===== src/design/branch_exec_cfg.svh =====
`ifndef BRANCH_EXEC_CFG_SVH
`define BRANCH_EXEC_CFG_SVH

// ----------------------------------------------------------------
// Widths
// ----------------------------------------------------------------
`define PC_W 21
`define DADDR_W 12
`define IWORD_W 16

// ----------------------------------------------------------------
// Opcode patterns and fields
// ----------------------------------------------------------------
`define OPC_JUMP5 5'h1A
`define OPC_BITSET4 4'h8
`define OPC_SKIP_LOW4 4'hB
`define OPC_SKIP_HIGH4 4'hA
`define NOP_WORD 16'h0000
`define FLD_BIT_HI 11
`define FLD_BIT_LO 9
`define FLD_ACCESS 8

// ----------------------------------------------------------------
// Data addressing
// ----------------------------------------------------------------
`define ACC_SPLIT 8'h60
`define IDX_LIMIT 8'h5F
`define SFR_PAGE 4'hF
`define LOW_PAGE 4'h0

// ----------------------------------------------------------------
// Reset values and steps
// ----------------------------------------------------------------
`define PC_RESET 21'h0_0000
`define PC_STEP 21'h0_0002
`define DADDR_RESET 12'h000
`define DATA_RESET 8'h00

`endif


===== src/design/branch_exec_pkg.sv =====
`include "branch_exec_cfg.svh"

package branch_exec_pkg;

    typedef logic [`PC_W-1:0] pc_t;
    typedef logic [`DADDR_W-1:0] daddr_t;
    typedef logic [`IWORD_W-1:0] iword_t;

    typedef enum logic [1:0] {PH_Q1, PH_Q2, PH_Q3, PH_Q4} phase_t;

    typedef enum logic [2:0] {
        EX_NOP,
        EX_JUMP,
        EX_BITSET,
        EX_SKIP_LOW,
        EX_SKIP_HIGH
    } exec_kind_t;

endpackage : branch_exec_pkg


===== src/design/quarter_phase_gen.sv =====
`timescale 1ns/1ps

module quarter_phase_gen
    import branch_exec_pkg::*;
(
    input wire logic clk, // Core clock
    input wire logic rst_n, // Synchronised reset
    output branch_exec_pkg::phase_t phase // Current quarter
);
    import branch_exec_pkg::*;

    phase_t phase_q;
    phase_t phase_d;

    always_comb
    begin
        case (phase_q)
            PH_Q1: phase_d = PH_Q2;
            PH_Q2: phase_d = PH_Q3;
            PH_Q3: phase_d = PH_Q4;
            PH_Q4: phase_d = PH_Q1;
            default: phase_d = PH_Q1;
        endcase
    end

    always_ff @(posedge clk or negedge rst_n)
    begin
        if (!rst_n)
            phase_q <= PH_Q1;
        else
            phase_q <= phase_d;
    end

    assign phase = phase_q;

endmodule : quarter_phase_gen


===== src/design/branch_bitset_skip_exec.sv =====
// Function
// - Relative jump sets PC to incremented PC plus twice signed offset.
// - Jump decoded from top opcode bits 1101 then 0, eleven offset bits.
// - Jump takes two cycles; PC written in Q4, second cycle no-op.
// - Bit force sets chosen bit of file register, others unchanged.
// - Bit force decoded by top nibble 1000, bit index, access, address.
// - Access bit 0 picks access bank; 1 uses bank pointer.
// - Access 0, extended set on, address up to 95: indexed offset mode.
// - Test-skip-when-high skips next instruction if tested bit is one.
// - Taken skip discards fetched word and runs a no-op instead.
`timescale 1ns/1ps
`include "branch_exec_cfg.svh"

module branch_bitset_skip_exec
    import branch_exec_pkg::*;
(
    input wire logic clk, // Core clock, 100 MHz
    input wire logic arst_n, // Async reset, active low
    input branch_exec_pkg::iword_t fetch_word, // Word at fetch_addr
    output branch_exec_pkg::pc_t fetch_addr, // Program counter
    input wire logic [3:0] bank_pointer_reg, // Bank select value
    input wire logic ext_set_en, // Extended set enabled
    input branch_exec_pkg::daddr_t index_base, // Indexed mode base
    output branch_exec_pkg::daddr_t mem_addr, // Data memory address
    output logic mem_rd, // Read strobe, Q2
    input wire logic [7:0] mem_rdata, // Read data
    output logic mem_wr, // Write strobe, Q4
    output logic [7:0] mem_wdata, // Write data
    output branch_exec_pkg::phase_t q_phase // Current quarter
);
    import branch_exec_pkg::*;

    // ----------------------------------------------------------------
    // Reset release
    // ----------------------------------------------------------------
    logic [1:0] rst_sync_q;
    logic rst_n;

    always_ff @(posedge clk or negedge arst_n)
    begin
        if (!arst_n)
            rst_sync_q <= 2'h0;
        else
            rst_sync_q <= {rst_sync_q[0], 1'b1};
    end

    assign rst_n = rst_sync_q[1];

    phase_t phase;

    quarter_phase_gen u_phase (
        .clk(clk),
        .rst_n(rst_n),
        .phase(phase)
    );

    // ----------------------------------------------------------------
    // Decode and address helpers
    // ----------------------------------------------------------------
    function automatic exec_kind_t decode_kind(input iword_t w);
        exec_kind_t k;
        k = EX_NOP;
        if (w[15:11] == `OPC_JUMP5)
            k = EX_JUMP;
        else if (w[15:12] == `OPC_BITSET4)
            k = EX_BITSET;
        else if (w[15:12] == `OPC_SKIP_LOW4)
            k = EX_SKIP_LOW;
        else if (w[15:12] == `OPC_SKIP_HIGH4)
            k = EX_SKIP_HIGH;
        return k;
    endfunction : decode_kind

    function automatic daddr_t data_addr(input logic acc, input logic [7:0] f,
                                         input logic ext,
                                         input logic [3:0] bank,
                                         input daddr_t base);
        daddr_t a;
        if (acc)
            a = {bank, f};
        else if (ext && f <= `IDX_LIMIT)
            a = base + {4'h0, f};
        else if (f < `ACC_SPLIT)
            a = {`LOW_PAGE, f};
        else
            a = {`SFR_PAGE, f};
        return a;
    endfunction : data_addr

    function automatic logic [7:0] bit_mask(input logic [2:0] b);
        return 8'h01 << b;
    endfunction : bit_mask

    function automatic pc_t jump_delta(input iword_t w);
        // Offset doubled: word-aligned targets only
        return {{9{w[10]}}, w[10:0], 1'b0};
    endfunction : jump_delta

    // ----------------------------------------------------------------
    // Execution state
    // ----------------------------------------------------------------
    pc_t pc_q, pc_d;
    iword_t ir_q, ir_d;
    exec_kind_t kind_q, kind_d;
    logic [2:0] bit_q, bit_d;
    daddr_t addr_q, addr_d;
    logic [7:0] rdata_q, rdata_d;
    logic [7:0] wdata_q, wdata_d;
    logic skip_q, skip_d;
    logic is_file_op;

    assign is_file_op = kind_q == EX_BITSET || kind_q == EX_SKIP_LOW ||
                        kind_q == EX_SKIP_HIGH;
    assign mem_rd = phase == PH_Q2 && is_file_op;
    assign mem_wr = phase == PH_Q4 && kind_q == EX_BITSET;

    always_comb
    begin
        pc_d = pc_q;
        ir_d = ir_q;
        kind_d = kind_q;
        bit_d = bit_q;
        addr_d = addr_q;
        rdata_d = rdata_q;
        wdata_d = wdata_q;
        skip_d = skip_q;
        case (phase)
            PH_Q1:
            begin
                kind_d = decode_kind(ir_q);
                bit_d = ir_q[`FLD_BIT_HI:`FLD_BIT_LO];
                addr_d = data_addr(ir_q[`FLD_ACCESS], ir_q[7:0], ext_set_en,
                                   bank_pointer_reg, index_base);
                skip_d = 1'b0;
            end
            PH_Q2:
            begin
                if (mem_rd)
                    rdata_d = mem_rdata;
            end
            PH_Q3:
            begin
                wdata_d = rdata_q | bit_mask(bit_q);
                skip_d = (kind_q == EX_SKIP_HIGH && rdata_q[bit_q]) ||
                         (kind_q == EX_SKIP_LOW && !rdata_q[bit_q]);
            end
            PH_Q4:
            begin
                pc_d = pc_q + `PC_STEP;
                ir_d = fetch_word;
                if (kind_q == EX_JUMP)
                begin
                    // Prefetched word is stale after a jump
                    pc_d = pc_q + jump_delta(ir_q);
                    ir_d = `NOP_WORD;
                end
                else if (skip_q)
                    ir_d = `NOP_WORD;
            end
            default:
            begin
                skip_d = 1'b0;
            end
        endcase
    end

    always_ff @(posedge clk or negedge rst_n)
    begin
        if (!rst_n)
        begin
            pc_q <= `PC_RESET;
            ir_q <= `NOP_WORD;
            kind_q <= EX_NOP;
            bit_q <= 3'h0;
            addr_q <= `DADDR_RESET;
            rdata_q <= `DATA_RESET;
            wdata_q <= `DATA_RESET;
            skip_q <= 1'b0;
        end
        else
        begin
            pc_q <= pc_d;
            ir_q <= ir_d;
            kind_q <= kind_d;
            bit_q <= bit_d;
            addr_q <= addr_d;
            rdata_q <= rdata_d;
            wdata_q <= wdata_d;
            skip_q <= skip_d;
        end
    end

    assign fetch_addr = pc_q;
    assign mem_addr = addr_q;
    assign mem_wdata = wdata_q;
    assign q_phase = phase;
endmodule : branch_bitset_skip_exec


===== config.mk =====
export PLATFORM = sky130hd
export DESIGN_NAME = branch_bitset_skip_exec
export DESIGN_NICKNAME = d
export VERILOG_FILES = /design/src/design/branch_exec_pkg.sv /design/src/design/quarter_phase_gen.sv /design/src/design/branch_bitset_skip_exec.sv
export VERILOG_INCLUDE_DIRS = /design/src /design/src/design
export SDC_FILE = /design/constraint.sdc
export NUM_CORES = 1
export LEC_CHECK = 0
export ABC_CLOCK_PERIOD_IN_PS = 2950
export BUFFER_PORTS_ARGS = -buffer_cell sky130_fd_sc_hd__buf_2
export CAP_MARGIN = 20
export CORE_ASPECT_RATIO = 1.5
export CORE_MARGIN = 4
export CORE_UTILIZATION = 45
export CTS_BUF_LIST = sky130_fd_sc_hd__clkbuf_16
export DETAILED_ROUTE_END_ITERATION = 8
export PLACE_DENSITY = 0.69
export SLEW_MARGIN = 20
export SYNTH_ARGS = -nofsm -noshare
export SYNTH_HDL_FRONTEND = slang
export SYNTH_SLANG_ARGS = --single-unit

===== constraint.sdc =====
create_clock -name clk -period 2.95 [get_ports clk]
set_input_delay 0.295 -clock clk [delete_from_list [all_inputs] [get_ports clk]]
set_output_delay 0.295 -clock clk [all_outputs]
set_load 0.03 [all_outputs]

### Word-level counts from Yosys, hierarchy flattened

Index checks and enable logic that the tools add are counted.

* bitwise logic cells: 1
* shift operators: 1
* $lt $le $gt $ge: 3
* multiply operators: 0
* $add $sub $neg: 3
* multiplexer cells: 14
* equal/unequal tests: 11
* reduce and logical (&&, ||, !) cells: 12
* divide/modulo/power cells: 0

Operators with widths (count)
* 12-bit 2-to-1 mux: 3
* 16-bit 2-to-1 mux: 2
* 21-bit by 2-bit adder with 21-bit output (second input constant): 1
* 21-bit adder: 1
* 21-bit 2-to-1 mux: 1
* 12-bit by 8-bit adder with 12-bit output: 1
* 4-bit == test (second input constant): 3
* 3-bit 2-to-1 mux: 4
* 8-bit by 7-bit <= comparator with 1-bit output (second input constant): 1
* 8-bit by 7-bit < comparator with 1-bit output (second input constant): 1
* 8-bit bitwise OR: 1
* 2-bit case mux with 4 select lines: 1
* 1-bit by 3-bit << shifter with 8-bit output (first input constant): 1
* 3-bit by 2-bit == test with 1-bit output (second input constant): 2
* 5-bit == test (second input constant): 1
* 1-bit logical AND: 5
* 2-bit == test (second input constant): 2
* 3-bit by 4-bit < comparator with 1-bit output (second input constant): 1
* 1-bit binary-select mux with 3-bit select: 1
* 3-bit by 1-bit == test with 1-bit output (second input constant): 1
* 3-bit == test (second input constant): 1
* 1-bit logical OR: 3
* 2-bit by 1-bit == test with 1-bit output (second input constant): 1
* 2-bit logical NOT: 1
* other kinds (5): 5

* ROM bits: 0
* bits in latches: 0
* flip-flop bits (word level): 76
* memories: 0
* RAM bits: 0
* output and inout bits: 45
* logic and storage cells: 55

### Longest topological paths before layout

Gate-level depths: netlist of run 1.

* depth in word-level cells: 6
* gate-level depth with buffers: 11
* depth with buffers taken out: 11

### Cells and area by module

From an unflattened synthesis of run 1, not the netlist that was laid out.

* cell total of the unflattened synthesis: 473
* area, all modules: 4548.1 um^2

By module, submodules not included
* branch_bitset_skip_exec: cells each 466, area each 4459.3 um^2, times used 1
* quarter_phase_gen: cells each 7, area each 88.8 um^2, times used 1

### Least setup slack after synthesis of run 1

Ideal clock, no wire load.

* path kind: reg-to-reg
* from: register kind_q[0]
* to: register pc_q[13] (netlist: fetch_addr[13])
* cell stages (with the launch flop): 12
* period minus slack after synthesis: 2755 ps
* setup time: 81 ps
* path slack: 195 ps
* data arrival time: 2675 ps
* path through: dfrtp_1 inv_1 nor3_1 nand2_1 ha_1 fa_1 a21o_1 a31oi_2 nor2_2 o41ai_4 mux2i_1 xor2_1

* word-level cells in the longest chain between the ends: 2

RTL lines
* from (decl): line branch_bitset_skip_exec.sv:104 `exec_kind_t kind_q, kind_d;`
* from (signal assigned): line branch_bitset_skip_exec.sv:184 `kind_q <= kind_d;`
* 3-bit by 1-bit == test with 1-bit output: line branch_bitset_skip_exec.sv:151 `if (kind_q == EX_JUMP)`
* 21-bit 2-to-1 mux: line branch_bitset_skip_exec.sv:151
* to (signal assigned): line branch_bitset_skip_exec.sv:171 `` pc_q <= `PC_RESET; ``
* to (signal assigned): line branch_bitset_skip_exec.sv:182 `pc_q <= pc_d;`
* to (decl): line branch_bitset_skip_exec.sv:102 `pc_t pc_q, pc_d;`

No other way between the ends.
A chain may end at the register's enable or synchronous reset.

### Worst setup path in the final report of run 1

* from: register kind_q[1]
* to: register pc_q[20] (netlist: fetch_addr[20])

Same word-level chain as after synthesis.

==> results_dict.tcl, run 1 <==
set metrics [dict create \
    grt_max_degree 39 \
    max_slew.worst_pin.slew_ns 0.884 \
    width_of_the_chip_um 88.2 \
    timing.final.ws_setup_ns 0.0681 \
    worst_ir_drop_vdd_mv 0.514 \
    fill_cells 885 \
    worst_skew_pair.late_latency_ns 0.34 \
    arrival_ns 3.14 \
    async_flop_share_pct 100 \
    max_clock_freq_mhz 347 \
    grt_resource_usage_total_pct 19.1 \
    final.setup.tns_ns 0 \
    internal_power_mw 2.51 \
    postCtsSetupRepairBufs 0 \
    dieArea_um2 11300 \
    final_min_period_over_clock_period_pct 97.7 \
    antenna_found_initial 0 \
    yosysSeqAreaShare_pct 43.2 \
    hold_path_class "input port to register" \
    cts_max_level 3 \
    floorplan_core_area_um2 9360 \
    min_tclk_post_route_ns 2.88 \
    hold_ws_ns 0.150 \
    crit_path_max_fanout 12 \
    worst_setup_hold_path_clk_slew_ns 0.06 \
    wire_length_of_the_first_global_routing_pass_um 17000 \
    ios 88 \
    timing.critical_path.required_ns 3.21 \
    syn-mean-instance-area_um2 9.24 \
    power.net_switching_mw 1.48 \
    global_route.overflow_total 0 \
    seq_power_share_pct 37.1 \
    route.detailed.vias_per_inst 5.41 \
    synth_cell_types 54 \
    yosys_register_bits 75 \
    syn2layout_area_growth_pct 22.8 \
    switching_share_pct 37.0 \
    setup-violations-final 0 \
    place.port_buffers 86 \
    via_count 3660 \
    synthCells 470 \
    outcome "complete, no violations" \
    cp_class "register to register" \
    power.share.combinational_pct 33.5 \
    critical_path.endpoint_type "register" \
    total_leakage_power_nw 2.60 \
    synth_ff_type "sky130_fd_sc_hd__dfrtp_1" \
    synth_nets 537 \
    dp_hpwl_um 7740 \
    cts.path.max_buffers 2 \
    relSlewSlack_pct 41.0 \
    grt_pass1_vias 3633 \
    ant_nets 0 \
    first_pass_iters 5 \
    totalWireLength_um 10500 \
    gp_routability_congestion 0.840 \
    post_drt_wl_per_cell_um 15.5 \
    row_cnt 43 \
    final-max-slew-violation-count 0 \
    synth_enable_flop_cells 0 \
    worst_setup_sp_type "register" \
    power.density_nw_per_um2 748 \
    final_net_count 628 \
    detail_route.iter0.violations 192 \
    cts.sink_count 75 \
    power.share.clock_pct 29.4 \
    cts-buffers-inserted 9 \
    synth.cell_area_um2 4340 \
    drcViolationCount 0 \
    share_of_final_layout_standard_cells_stronger_than_drive_strength_1_pct 25.7 \
    max-cap-violations 0 \
    final-hold-violation-count 0 \
    antennaDiodeCount 0 \
    cts_tree "yes" \
    clock_skew_ns 0.00787 \
    synth-warning-count 0 \
    cts_root_buf "sky130_fd_sc_hd__clkbuf_16" \
    pre_cts_ws_ns -0.0659 \
    overall_die_height_um 128 \
    initial_core_util_pct 46.4 \
]
-- per-stage QoR --
stage	cell area, µm²	util (%)	std cells	power, mW
after global placement	4950	52.9	661	2.77
after detailed placement	4950	52.9	661	2.81
after global routing	5330	57.0	677	4.22
after CTS	5280	56.4	677	4.00
final	5330	57.0	677	3.99
after floorplan	4340	-	470	2.41
-- cell type report --
class | instances | area, µm² | area share (%)
Multi-Input combinational cell | 343 | 2320 | 43.5
Timing Repair Buffer | 102 | 569 | 10.7
Clock inverter | 6 | 90.1 | 1.69
Clock buffer | 9 | 225 | 4.22
Inverter | 30 | 113 | 2.11
Sequential cell | 75 | 1880 | 35.2
Tap cell | 112 | 140 | 2.63
-- per-layer routing --
| layer | GRT usage (%) | vias up | routed length, µm |
|---|---|---|---|
| met3 | 4.18 | 10 | 477 |
| met5 | 0 | - | 0 |
| li1 | - | 1830 | - |
| met4 | 5.87 | 0 | 170 |
| met1 | 24.0 | 1739 | 4440 |
| met2 | 32.6 | 81 | 5420 |
-- critical path, cell delays in order, from the launching register on --
cell and delay (ns):
sky130_fd_sc_hd__dfrtp_1 0.43, sky130_fd_sc_hd__buf_4 0.20, sky130_fd_sc_hd__nor4_1 0.38, sky130_fd_sc_hd__ha_2 0.42, sky130_fd_sc_hd__a21oi_2 0.19, sky130_fd_sc_hd__o211ai_1 0.14
sky130_fd_sc_hd__a31o_2 0.30, sky130_fd_sc_hd__a31oi_2 0.28, sky130_fd_sc_hd__mux2i_1 0.29, sky130_fd_sc_hd__xor2_1 0.17
-- power groups by stage --
stage / clock, mW / sequential (mW) / combinational (mW)
after global placement: 0 / 1.49 / 1.29
final: 1.17 / 1.48 / 1.34
after CTS: 1.19 / 1.48 / 1.32
after floorplan: 0 / 1.74 / 0.667
after detailed placement: 0 / 1.49 / 1.31
after global routing: 1.24 / 1.52 / 1.46
-- placed cells by master (no fill, tap or decap), drive strengths merged, types with 8 or more instances in the layout --
cell type and n:
xor2 11, o21ai 42, nor2 33, ha 22
xnor2 14, mux2i 12, nor4 10, nand3 9
a31oi 8, nand2 61, inv 29, buf 101
a21oi 34, clkbuf 9, dfrtp 75, mux2 9
-- Yosys cell counts, drive strengths merged, types with 3 or more instances --
master | count | area, µm²
a21oi | 34 | 170
nand3 | 9 | 45.0
buf | 4 | 25.0
nor3 | 5 | 25.0
o21bai | 3 | 22.5
o21ai | 42 | 210
o22ai | 5 | 31.3
nand2 | 61 | 229
dfrtp | 75 | 1880
inv | 28 | 105
a31oi | 8 | 56.3
a21o | 6 | 46.3
a211oi | 6 | 45.0
mux2i | 12 | 120
clkbuf | 18 | 67.6
mux2 | 9 | 101
o211ai | 3 | 22.5
nand4 | 3 | 18.8
nor2 | 33 | 126
or4 | 3 | 26.3
and3 | 5 | 31.3
and2 | 5 | 31.3
xnor2 | 14 | 123
ha | 22 | 275
xor2 | 11 | 96.3
nor4 | 10 | 62.6
o21a | 5 | 37.5
-- registers in the layout, summed over array words and instances (netlist names), 2 cells and up --
name / count
rst_sync_q: 2
fetch_addr: 20
bit_q: 3
kind_q: 3
u_phase.phase: 2
mem_addr: 12
rdata_q: 8
mem_wdata: 8
ir_q: 16
-- cells by family after synthesis --
family / count (synthesis) / synth area share (%)
buffers and inverters: 52 / 4.72
xor gates and xnor gates: 25 / 5.04
other: 2 / 0.173
and+or+nand+nor: 145 / 15.6
DFF: 75 / 43.2
AOI/OAI and AO/OA: 124 / 17.8
muxes: 23 / 6.14
adders and majority gates: 24 / 7.26
-- final timing paths --
kind / startpoint / to / slack [ns] / depth (start not counted)
worst max-delay path: kind_q[1] / fetch_addr[20] / 0.07 / 9
worst min-delay path: mem_rdata[4] / rdata_q[4] / 0.15 / 3
worst max register to register: kind_q[1] / fetch_addr[20] / 0.07 / 9
worst min register to register: rst_sync_q[0] / rst_sync_q[1] / 0.36 / 0
max in group asynchronous: rst_sync_q[1] / mem_wdata[4] / 1.86 / 1
min in group asynchronous: arst_n / rst_sync_q[0] / 0.27 / 2
-- timing repair --
item,in CTS,in global routing
setup endpoints to repair,2,8
hold buffers,1,0
hold endpoints to repair,2,0
resized for setup,1,10
(Power assumes the default switching activity.)
==> run 2, diff against run 1 <==
--- a/config.mk
+++ b/config.mk
@@ -11,10 +11,10 @@
 export CAP_MARGIN = 20
 export CORE_ASPECT_RATIO = 1.5
 export CORE_MARGIN = 4
-export CORE_UTILIZATION = 45
+export CORE_UTILIZATION = 55
 export CTS_BUF_LIST = sky130_fd_sc_hd__clkbuf_16
 export DETAILED_ROUTE_END_ITERATION = 8
-export PLACE_DENSITY = 0.69
+export PLACE_DENSITY = 0.82
 export SLEW_MARGIN = 20
 export SYNTH_ARGS = -nofsm -noshare
 export SYNTH_HDL_FRONTEND = slang
==> run 2 against run 1 <==
Compared with the run above: die area decreased by 17%; clock skew decreased by 0.0029 ns; largest power group unchanged; global-route usage rose by 4.1 points; critical path depth unchanged; non-clock buffer count up 3; worst setup slack improved by 0.084 ns; design area shrank 0.23%; worst hold slack got worse by 0.0046 ns; power fell by 0.27%; core utilization is 12 points higher; sequential share of layout area grew 0.11 points; highest routed layer unchanged; combinational power about the same.
==> results_dict.tcl, run 2 (synthesis results as in run 1) <==
set metrics [dict create \
    worst_r2r_startpoint "kind_q[1]" \
    wire_length_of_the_first_global_routing_pass_um 16900 \
    clock_skew_ns 0.00493 \
    power.density_nw_per_um2 748 \
    cts_max_level 3 \
    row_cnt 39 \
    detail_route.iter0.violations 145 \
    final_core_utilization_pct 69.4 \
    arrival_ns 3.05 \
    overall_die_height_um 117 \
    hold_path.startpoint "mem_rdata[4]" \
    place.port_buffers 86 \
    ant_nets 0 \
    worst_ir_drop_vdd_mv 0.564 \
    grt_pass1_vias 3708 \
    grt_resource_usage_total_pct 23.2 \
    critical_path.endpoint_type "register" \
    hold_ws_ns 0.145 \
    cts-buffers-inserted 9 \
    syn2layout_area_growth_pct 22.5 \
    timing.final.ws_setup_ns 0.152 \
    final.setup.tns_ns 0 \
    max_clock_freq_mhz 357 \
    width_of_the_chip_um 80.6 \
    numPlacedInstances 653 \
    first_pass_iters 6 \
    cts.sink_count 75 \
    cts_tree "yes" \
    hold_path_class "input port to register" \
    final_min_period_over_clock_period_pct 94.9 \
    final_net_count 631 \
    final-instance-count-excl-fill 671 \
    gp_routability_congestion 0.866 \
    layout_commonest_cell "sky130_fd_sc_hd__buf_2" \
    worst_setup_path_startpoint "kind_q[1]" \
    crit_path_max_fanout 6 \
    global_route.overflow_total 0 \
    destination_of_the_critical_timing_path "fetch_addr[14]" \
    worstReg2RegEnd "fetch_addr[14]" \
    cp_class "register to register" \
    antennaDiodeCount 0 \
    worst_setup_hold_path_clk_slew_ns 0.06 \
    dieArea_um2 9410 \
    max-cap-violations 0 \
    drcViolationCount 0 \
    outcome "complete, no violations" \
    floorplan_core_area_um2 7660 \
    share_of_final_layout_standard_cells_stronger_than_drive_strength_1_pct 25.5 \
    final-hold-violation-count 0 \
    max_slew.worst_pin.slew_ns 0.828 \
    totalWireLength_um 10300 \
    antenna_found_initial 0 \
    worst_setup_sp_type "register" \
    most-common-layout-cells "86 x sky130_fd_sc_hd__buf_2, 73 x sky130_fd_sc_hd__dfrtp_1, 61 x sky130_fd_sc_hd__nand2_1" \
    pre_cts_ws_ns 0.0957 \
    worst_skew_pair.late_latency_ns 0.34 \
    largest_register_ffs 20 \
    post-layout-total-power_mw 3.98 \
    post_dp_cell_area_um2 4940 \
    rrSetupSlack_ns 0.15 \
    ios 88 \
    relSlewSlack_pct 44.8 \
    route.detailed.vias_per_inst 5.65 \
    grt_max_degree 40 \
    final-max-slew-violation-count 0 \
    worstRegToRegCells 9 \
    layout.cell_area.non_filler_um2 5320 \
    setup-violations-final 0 \
    timing.critical_path.required_ns 3.20 \
    via_count 3792 \
    total_leakage_power_nw 2.60 \
    cts.path.max_buffers 2 \
    dp_hpwl_um 7680 \
    min_tclk_post_route_ns 2.80 \
    cts_root_buf "sky130_fd_sc_hd__clkbuf_16" \
    post_drt_wl_per_cell_um 15.3 \
    initial_core_util_pct 56.7 \
]
[run 2: timing repair]
| item | in CTS | in global routing |
|---|---|---|
| hold buffers | 1 | 0 |
| setup endpoints to repair | 0 | 9 |
| gates resized for setup | 0 | 10 |
| setup buffers | 0 | 1 |
| endpoints found under the hold margin | 2 | 0 |
[run 2: power by group]
group / switching [mW] / internal (mW)
Clock: 0.425 / 0.737
Sequential: 0.222 / 1.26
Combinational: 0.823 / 0.513
[run 2: how the worst min path moves through the flow]
stage,end,slack [ns],cells past startpoint
global placement,rst_sync_q[0],0.08,1
CTS,rdata_q[4],0.14,3
floorplan,rst_sync_q[0],-0.0006,0
global route,rdata_q[3],0.16,3
detailed placement,rst_sync_q[0],0.08,1
finish,rdata_q[4],0.15,3
[run 2: worst max-delay path, cell delays in order, from the launching register on]
cell                       delay, ns
sky130_fd_sc_hd__dfrtp_1        0.44
sky130_fd_sc_hd__buf_4          0.19
sky130_fd_sc_hd__nor4_1         0.32
sky130_fd_sc_hd__ha_1           0.33
sky130_fd_sc_hd__o21ai_1        0.29
sky130_fd_sc_hd__nand2b_1       0.12
sky130_fd_sc_hd__a31o_2         0.31
sky130_fd_sc_hd__a41oi_2        0.27
sky130_fd_sc_hd__mux2i_1        0.27
sky130_fd_sc_hd__xor2_1         0.18
[run 2: routing by layer]
metal,vias up,GRT usage (%),part of all wire (%)
li1,1846,-,-
met1,1820,27.1,41
met2,101,40.4,51
met3,25,4.82,5.0
met4,0,11.4,3.2
met5,-,0,0
[run 2: final cells by class]
cell class,instances,area [µm²]
Clock buffer,9,225
Clock inverter,7,91.3
Fill cell,566,2340
Inverter,30,113
Multi-Input combinational cell,343,2300
Sequential cell,75,1880
Tap cell,102,128
Timing Repair Buffer,105,579
==> run 3, diff against run 2 <==
--- a/config.mk
+++ b/config.mk
@@ -13,8 +13,11 @@
 export CORE_MARGIN = 4
 export CORE_UTILIZATION = 55
 export CTS_BUF_LIST = sky130_fd_sc_hd__clkbuf_16
+export CTS_CLUSTER_SIZE = 8
 export DETAILED_ROUTE_END_ITERATION = 8
 export PLACE_DENSITY = 0.82
+export RECOVER_POWER = 25
+export SKIP_LAST_GASP = 1
 export SLEW_MARGIN = 20
 export SYNTH_ARGS = -nofsm -noshare
 export SYNTH_HDL_FRONTEND = slang
==> run 3 against run 2 <==
Compared with the run above: the run now ends with max-capacitance violations, max-slew violations left; die area unchanged; non-clock buffer count unchanged; critical path type unchanged; maximum frequency is essentially flat; flip-flop and latch count is the same; first-iteration DRC count fell by 5.5%; clock power barely moved.
==> results_dict.tcl, run 3 (synthesis results as in run 1) <==
set metrics [dict create \
    post_dp_cell_area_um2 4940 \
    antennaDiodeCount 0 \
    critical_path.endpoint_type "register" \
    pre_cts_ws_ns 0.0957 \
    global_route.overflow_total 0 \
    antenna_found_initial 0 \
    route.detailed.vias_per_inst 5.63 \
    failed_checks "max-capacitance violations, max-slew violations" \
    cp_class "register to register" \
    arrival_ns 3.05 \
    overall_die_height_um 117 \
    min_tclk_post_route_ns 2.80 \
    cts.path.max_buffers 2 \
    outcome "finished with violations" \
    final_min_period_over_clock_period_pct 94.8 \
    share_of_final_layout_standard_cells_stronger_than_drive_strength_1_pct 23.9 \
    clock_skew_ns 0.00476 \
    worst_setup_hold_path_clk_slew_ns 0.06 \
    layout.cell_area.non_filler_um2 5310 \
    syn2layout_area_growth_pct 22.2 \
    post_drt_wl_per_cell_um 15.3 \
    cts_max_level 3 \
    hold_ws_ns 0.145 \
    detail_route.iter0.violations 137 \
    timing.critical_path.required_ns 3.20 \
    cts_root_buf "sky130_fd_sc_hd__clkbuf_16" \
    timing.final.ws_setup_ns 0.153 \
    max_clock_freq_mhz 358 \
    fill_cells 571 \
    final_core_utilization_pct 69.3 \
    totalWireLength_um 10300 \
    initial_core_util_pct 56.7 \
    drcViolationCount 0 \
    ios 88 \
    worst_setup_sp_type "register" \
    crit_path_max_fanout 6 \
    final.setup.tns_ns 0 \
    hold_path_class "input port to register" \
    most-common-layout-cells "78 x sky130_fd_sc_hd__buf_2, 74 x sky130_fd_sc_hd__dfrtp_1, 61 x sky130_fd_sc_hd__nand2_1" \
    worst_ir_drop_vdd_mv 0.565 \
    setup-violations-final 0 \
    final_net_count 631 \
    dieArea_um2 9410 \
    width_of_the_chip_um 80.6 \
    place.port_buffers 86 \
    layout_commonest_cell "sky130_fd_sc_hd__buf_2" \
    grt_pass1_vias 3708 \
    final-instance-count-excl-fill 671 \
    row_cnt 39 \
    cts.sink_count 75 \
    cts-buffers-inserted 9 \
    max-cap-violations 1 \
    dp_hpwl_um 7680 \
    via_count 3778 \
    largest_register_ffs 20 \
    final-hold-violation-count 0 \
    worst_skew_pair.late_latency_ns 0.34 \
    post-layout-total-power_mw 3.97 \
    final-max-slew-violation-count 40 \
    grt_max_degree 40 \
    worst_setup_path_startpoint "kind_q[1]" \
    total_leakage_power_nw 2.58 \
    ant_nets 0 \
    grt_resource_usage_total_pct 23.2 \
    numPlacedInstances 653 \
    max_slew.worst_pin.slew_ns 1.52 \
    worst_r2r_startpoint "kind_q[1]" \
    hold_path.startpoint "mem_rdata[4]" \
    relSlewSlack_pct -1.02 \
    gp_routability_congestion 0.866 \
    power.density_nw_per_um2 748 \
    first_pass_iters 4 \
    wire_length_of_the_first_global_routing_pass_um 16900 \
    floorplan_core_area_um2 7660 \
    cts_tree "yes" \
]
[run 3: cell count changes in the layout (fill, tap and decap cells not counted), sizes merged]
cell,previous run,this run
buf,104,96
clkbuf,9,17
[run 3: worst paths after layout]
check,cells past startpoint,slack (ns),to
min in group asynchronous,2,0.29,rst_sync_q[1]
min reg2reg,0,0.37,rst_sync_q[1]
max in group asynchronous,1,1.31,mem_wdata[5]
max reg2reg,9,0.15,fetch_addr[14]
max,9,0.15,fetch_addr[14]
min,3,0.15,rdata_q[4]
[run 3: final cells by class]
| class | instances | area [µm²] | share of cell area (%) |
|---|---|---|---|
| multi-input cells | 343 | 2300 | 43.4 |
| flip-flops and latches | 75 | 1880 | 35.4 |
| repair buffers | 105 | 569 | 10.7 |
| clock buffers | 9 | 225 | 4.24 |
| well taps | 102 | 128 | 2.40 |
| inverters | 30 | 113 | 2.12 |
| clock inverters | 7 | 91.3 | 1.72 |
[run 3: per-layer routing]
layer / wire length (µm) / GRT usage (%) / vias up
li1: - / - / 1848
met1: 4150 / 27.1 / 1808
met2: 5280 / 40.4 / 97
met3: 533 / 4.82 / 25
met4: 329 / 11.4 / 0
met5: 0 / 0 / -
[run 3: what timing repair did]
action                     CTS  global route
setup endpoints to repair    0             9
setup buffers                0             1
gates resized for setup      0            10
hold buffers                 1             0
hold endpoints to repair     2             0
[run 3: where the power goes]
| group | internal [mW] | switching [mW] |
|---|---|---|
| Combinational | 0.507 | 0.821 |
| Clock | 0.737 | 0.426 |
| Sequential | 1.26 | 0.223 |
| Total | 2.50 | 1.47 |
[run 3: worst max-delay path, stage by stage (launching register included)]
cell and delay [ns]:
sky130_fd_sc_hd__dfrtp_1 0.44, sky130_fd_sc_hd__buf_4 0.19, sky130_fd_sc_hd__nor4_1 0.32, sky130_fd_sc_hd__ha_1 0.33
sky130_fd_sc_hd__o21ai_1 0.28, sky130_fd_sc_hd__nand2b_1 0.12, sky130_fd_sc_hd__a31o_2 0.31, sky130_fd_sc_hd__a41oi_2 0.27
sky130_fd_sc_hd__mux2i_1 0.27, sky130_fd_sc_hd__xor2_1 0.18
